## src/logic/erp_pkg.sv

```systemverilog
/*
 * Constants and types for the event-report power-control register bank.
 * Assumes an 8-bit register access port and a single ULPI-side clock.
 */
package erp_pkg;

  localparam int unsigned ERP_ADDR_W = 8;
  localparam int unsigned ERP_DATA_W = 8;

  // Register offsets: direct, set alias and clear alias.
  localparam logic [ERP_ADDR_W-1:0] ERP_OFS_CTRL = 8'h3d;
  localparam logic [ERP_ADDR_W-1:0] ERP_OFS_SET  = 8'h3e;
  localparam logic [ERP_ADDR_W-1:0] ERP_OFS_CLR  = 8'h3f;

  localparam logic [ERP_DATA_W-1:0] ERP_CTRL_RESET = 8'h00;
  localparam logic [ERP_DATA_W-1:0] ERP_RD_ZERO    = 8'h00;

  // Field positions inside the control register.
  localparam int unsigned ERP_BIT_SPARE_HI   = 7;
  localparam int unsigned ERP_BIT_SUPPLY_EN  = 6;
  localparam int unsigned ERP_BIT_IDFLOAT_EN = 5;
  localparam int unsigned ERP_BIT_IDRES_EN   = 4;
  localparam int unsigned ERP_BIT_BFALL_EN   = 3;
  localparam int unsigned ERP_BIT_BRISE_EN   = 2;
  localparam int unsigned ERP_BIT_SPARE_LO   = 1;
  localparam int unsigned ERP_BIT_STRESS_EN  = 0;

  // Monitored status signals, all asynchronous to the ULPI clock.
  typedef struct packed {
    logic supply_ok_monitor;
    logic id_pin_floating;
    logic id_resistor_detect_a;
    logic id_resistor_detect_b;
    logic id_resistor_detect_c;
    logic b_session_valid;
    logic abnormal_stress_flag;
  } erp_monitor_t;

  // One register access from the link side.
  typedef struct packed {
    logic                  wr_en;
    logic                  rd_en;
    logic [ERP_ADDR_W-1:0] addr;
    logic [ERP_DATA_W-1:0] wdata;
  } erp_reg_req_t;

endpackage : erp_pkg

```

## src/logic/erp_event_report.sv

```systemverilog
/*
 * Event-report power-control register with set and clear aliases, and the
 * edge detectors whose reports it enables.
 * Assumes the ULPI framer issues register accesses as one-cycle strobes and
 * pulses rx_cmd_ack at the turnaround where it sends the pending RX CMD.
 * Status pulses shorter than one clock may be missed, since only levels are sampled.
 */
`timescale 1ns/1ps

module erp_event_report (
  input  wire logic                          sys_clk,
  input  wire logic                          sys_rst,
  input  wire erp_pkg::erp_reg_req_t         reg_req,
  output logic [erp_pkg::ERP_DATA_W-1:0]     rd_data_reg,
  output logic                               rd_valid_reg,
  output logic [erp_pkg::ERP_DATA_W-1:0]     ctrl_reg,
  input  wire erp_pkg::erp_monitor_t         monitor_in,
  output logic                               rx_cmd_req_reg,
  output logic                               rx_cmd_alt_int_reg,
  input  wire logic                          rx_cmd_ack
);
  import erp_pkg::*;

  //////////////////////////////////////////////////////////////////////////////

  logic                  hit_ctrl;
  logic                  hit_set;
  logic                  hit_clr;
  logic                  hit_any;
  logic [ERP_DATA_W-1:0] ctrl_next;
  logic [ERP_DATA_W-1:0] rd_data_next;

  assign hit_ctrl = reg_req.addr == ERP_OFS_CTRL;
  assign hit_set  = reg_req.addr == ERP_OFS_SET;
  assign hit_clr  = reg_req.addr == ERP_OFS_CLR;
  assign hit_any  = hit_ctrl | hit_set | hit_clr;

  // Spare bits are stored like the rest; keeping them zero is up to the link.
  assign ctrl_next = !reg_req.wr_en ? ctrl_reg                        :
                     hit_ctrl       ? reg_req.wdata                   :
                     hit_set        ? (ctrl_reg | reg_req.wdata)      :
                     hit_clr        ? (ctrl_reg & ~reg_req.wdata)     :
                                      ctrl_reg;

  // All three offsets read the one register; anything else reads zero.
  assign rd_data_next = hit_any ? ctrl_reg : ERP_RD_ZERO;

  always_ff @(posedge sys_clk) begin
    if (sys_rst) begin
      ctrl_reg     <= ERP_CTRL_RESET;
      rd_data_reg  <= ERP_RD_ZERO;
      rd_valid_reg <= 1'b0;
    end else begin
      ctrl_reg     <= ctrl_next;
      rd_data_reg  <= reg_req.rd_en ? rd_data_next : rd_data_reg;
      rd_valid_reg <= reg_req.rd_en;
    end
  end

  //////////////////////////////////////////////////////////////////////////////

  // Stage one feeds only stage two; edges compare stage two with stage three.
  // The stages reset to zero, so an input already high at release looks like a rising
  // edge two or three cycles later; it is reported only if its enable is set by then.
  erp_monitor_t mon_meta_reg;
  erp_monitor_t mon_sync_reg;
  erp_monitor_t mon_prev_reg;
  erp_monitor_t mon_diff;
  logic         ev_supply;
  logic         ev_idfloat;
  logic         ev_idres;
  logic         ev_bfall;
  logic         ev_brise;
  logic         ev_stress;
  logic         ev_alt;
  logic         ev_any;
  logic         req_next;
  logic         alt_next;

  assign mon_diff   = mon_sync_reg ^ mon_prev_reg;
  assign ev_supply  = ctrl_reg[ERP_BIT_SUPPLY_EN] & mon_diff.supply_ok_monitor;
  assign ev_idfloat = ctrl_reg[ERP_BIT_IDFLOAT_EN] & mon_diff.id_pin_floating;
  assign ev_idres   = ctrl_reg[ERP_BIT_IDRES_EN] & (mon_diff.id_resistor_detect_a |
                      mon_diff.id_resistor_detect_b | mon_diff.id_resistor_detect_c);
  assign ev_bfall   = ctrl_reg[ERP_BIT_BFALL_EN] & mon_prev_reg.b_session_valid &
                      ~mon_sync_reg.b_session_valid;
  assign ev_brise   = ctrl_reg[ERP_BIT_BRISE_EN] & ~mon_prev_reg.b_session_valid &
                      mon_sync_reg.b_session_valid;
  assign ev_stress  = ctrl_reg[ERP_BIT_STRESS_EN] & mon_diff.abnormal_stress_flag;
  assign ev_alt     = ev_bfall | ev_brise;
  assign ev_any     = ev_supply | ev_idfloat | ev_idres | ev_alt | ev_stress;

  // A new event in the acknowledge cycle stays pending, so none is lost.
  // Events arriving while one is pending merge into that single report.
  assign req_next = (rx_cmd_req_reg & ~rx_cmd_ack) | ev_any;
  assign alt_next = (rx_cmd_alt_int_reg & ~rx_cmd_ack) | ev_alt;

  always_ff @(posedge sys_clk) begin
    if (sys_rst) begin
      mon_meta_reg       <= '0;
      mon_sync_reg       <= '0;
      mon_prev_reg       <= '0;
      rx_cmd_req_reg     <= 1'b0;
      rx_cmd_alt_int_reg <= 1'b0;
    end else begin
      mon_meta_reg       <= monitor_in;
      mon_sync_reg       <= mon_meta_reg;
      mon_prev_reg       <= mon_sync_reg;
      rx_cmd_req_reg     <= req_next;
      rx_cmd_alt_int_reg <= alt_next;
    end
  end
endmodule : erp_event_report

```

## config.mk

```make
export PLATFORM = sky130hd
export DESIGN_NAME = erp_event_report
export DESIGN_NICKNAME = d
export VERILOG_FILES = /design/src/logic/erp_pkg.sv /design/src/logic/erp_event_report.sv
export SDC_FILE = /design/constraint.sdc
export NUM_CORES = 1
export LEC_CHECK = 0
export BUFFER_PORTS_ARGS = -buffer_cell sky130_fd_sc_hd__buf_2
export CORE_ASPECT_RATIO = 0.9
export CORE_MARGIN = 2
export CORE_UTILIZATION = 48
export CTS_BUF_LIST = sky130_fd_sc_hd__clkbuf_4 sky130_fd_sc_hd__clkbuf_8
export DETAILED_ROUTE_END_ITERATION = 6
export PLACE_DENSITY = 0.89
export SYNTH_ARGS = -nofsm -noshare
export SYNTH_HDL_FRONTEND = slang
export SYNTH_SLANG_ARGS = --single-unit
```

## constraint.sdc

```tcl
create_clock -name sys_clk -period 1 [get_ports sys_clk]
set_input_delay 0.05 -clock sys_clk [delete_from_list [all_inputs] [get_ports sys_clk]]
set_output_delay 0.05 -clock sys_clk [all_outputs]
set_load 0.005 [all_outputs]
```

==> flow_metrics.tcl <==
set metrics [dict create \
    antenna_found_initial 0 \
    hold_path_class "primary input to flip-flop" \
    post-route-period-util_pct 116 \
    clk_pin_slew_worst_paths_ps 70 \
    layout.nets 242 \
    crit_path_start_kind "flip-flop" \
    tns_ps -158 \
    relSlewSlack_pct 73.8 \
    cp_max_fo 2 \
    num_io_pins 47 \
    dr.first_iter.drc_count 121 \
    wl_per_cell_um 14.4 \
    post-route-min-period_ps 1160 \
    start_util_pct 51.3 \
    grt_first_pass_wirelength_um 6200 \
    p_per_area_nw_per_um2 1530 \
    crit_family "compound AO/OA/AOI/OAI gates" \
    grt_max_degree 24 \
    synth_commonest_cells "dfxtp_1, nor2b_1, nand2b_1, a21oi_1, a41oi_1" \
    peakVddDrop_uv 1010 \
    dp_hpwl_um 2360 \
    gp_congestion 0.831 \
    first_global_vias 1353 \
    crit_buf_inv 0 \
    internal_power_w 0.00255 \
    syn-num-nets 180 \
    cp.required_ps 1160 \
    clockBufferDepth 2 \
    synth.most_common_cell "dfxtp_1" \
    root_buffer "clkbuf_8" \
    finClkSkew_ps 5.73 \
    max_freq_mhz 864 \
    netlist.area_leader.share_pct 49.8 \
    pre_cts_ws_ps -124 \
    post_cts_buffers 0 \
    fin_ws_ps -158 \
    swShare_pct 20.9 \
    num_rows 19 \
    drv_cap 0 \
    design_area_um2 2110 \
    synthArstFlopShare_pct 0 \
    ys_ff_latch 40 \
    wl_um 3710 \
    viasPerCell 5.40 \
    path_cells "xor2_1, a222oi_1, a41oi_1" \
    slew_viol_final 0 \
    synth.distinct_cells 24 \
    drive_gt1_share_pct 34.9 \
    vias 1388 \
    ys_seq_area_share_pct 49.8 \
    hold_violations 1 \
    violations "negative hold slack, negative setup slack" \
    pwr-share-seq_pct 50.9 \
    die_h_um 58.9 \
    dieArea_um2 3830 \
    leakagePower_nw 0.925 \
    areaGrowthSynthToFinish_pct 31.3 \
    yosysTopAreaCell "dfxtp_1" \
    syn_area_um2 1610 \
    clkSinkCount 40 \
    instances_no_fill 257 \
    synth_edf_count 0 \
    io_buffer_count 46 \
    insertion_delay_ps 290 \
    switchingPower_w 0.000675 \
    core_area_um2 3140 \
    crit_path_end_kind "flip-flop" \
    outcome "complete, but fails checks" \
    grt_usage_pct 21.7 \
    dr.pass1.iters 6 \
    drc 0 \
    power_frac_comb_pct 8.9 \
    critical_path_class "flip-flop to flip-flop" \
    cts_buffers 5 \
    htree_levels 2 \
    synth_ff_type "dfxtp_1" \
    overflow 0 \
    critPathMaxStageDelay_ps 400 \
    rsz0062_at_grt "true" \
    cp_slowest_cell "a222oi_1" \
    postPlaceCellArea_um2 1890 \
    synthCells 152 \
    setup_viol 1 \
    fin_hold_ws_ps -1.82 \
    num_antenna_cells 0 \
    worstPathArrival_ps 1320 \
    tightestPinTransition_ps 393 \
    clkPwrFrac_pct 40.2 \
    yosys-top-cells-area "dfxtp_1, nor2b_1, nand2b_1" \
    cts_tree "yes" \
    die_w_um 65.0 \
    syn_avg_cell_area_um2 10.6 \
    ant_nets 0 \
    dp.cells 238 \
    ys_warn_count 0 \
]
## worst reg2reg max path, delay by kind of cell (launching register included)
kind	cells	cell delay, ps
AO/OA/AOI/OAI	2	570
flip-flops	1	330
XOR/XNOR	1	130
## placed cells by master (no fill, tap or decap), drive strengths merged, types with 2 or more instances in the layout
master,n
dfxtp,40
a21oi,9
nand4,8
nor2b,22
nand2b,18
clkbuf,6
o21a,2
xor2,6
dlygate4sd3,11
buf,57
a41oi,9
a31o,8
mux2,8
## timing repair
item,in CTS,in global routing
resized for setup,1,0
endpoints found under the setup margin,1,1
hold endpoints to repair,11,0
hold buffers,11,0
## worst paths after layout
check	from	to	slack [ps]	cells past startpoint
setup reg to reg	mon_sync_reg[6]	rx_cmd_req_reg	-160	3
hold / removal	monitor_in[1]	mon_meta_reg[1]	-2	2
hold reg to reg	mon_meta_reg[0]	mon_sync_reg[0]	440	1
setup / recovery	mon_sync_reg[6]	rx_cmd_req_reg	-160	3
## final cells by class
class | instances | area, um2
fillers | 257 | 1030
flip-flops and latches | 40 | 802
multi-input cells | 99 | 723
repair buffers | 68 | 423
clock buffers | 6 | 76.3
well taps | 42 | 52.6
clock inverters | 2 | 35.0
## cells by family (layout without fill, tap and decap cells)
| kind of cell | count (synthesis) | in the layout | share of synthesized area [%] |
|---|---|---|---|
| and+or+nand+nor | 54 | 54 | 21.5 |
| DFF | 40 | 40 | 49.8 |
| AOI/OAI and AO/OA | 30 | 30 | 14.1 |
| buffers and inverters | 13 | 76 | 5.29 |
| muxes | 8 | 8 | 5.60 |
| xor gates and xnor gates | 7 | 7 | 3.81 |
## power groups by stage
stage / sequential (W) / clock, W / combinational, W
after CTS: 0.00164 / 0.00132 / 0.000279
after global routing: 0.00165 / 0.00142 / 0.000308
after floorplan: 0.00168 / 0 / 0.000151
after detailed placement: 0.00168 / 0 / 0.000243
final: 0.00164 / 0.00130 / 0.000286
after global placement: 0.00168 / 0 / 0.000234
## per-layer routing
metal / share of wire [%] / global-route usage [%] / wire [um]
met1: 41 / 25.0 / 1520
met2: 52 / 38.4 / 1930
met3: 5.2 / 5.35 / 191
met4: 1.7 / 10.1 / 64
met5: 0 / 0 / 0
## through the flow
step                utilization (%)  total power (W)  hold WS [ps]
finish                         67.3          0.00323         -1.82
floorplan                         -          0.00183           178
global route                   67.3          0.00337          4.82
detailed placement             60.2          0.00192           266
CTS                            67.3          0.00325          2.44
global placement               60.2          0.00191           256
Note: power is estimated with default switching activity, not from simulation.
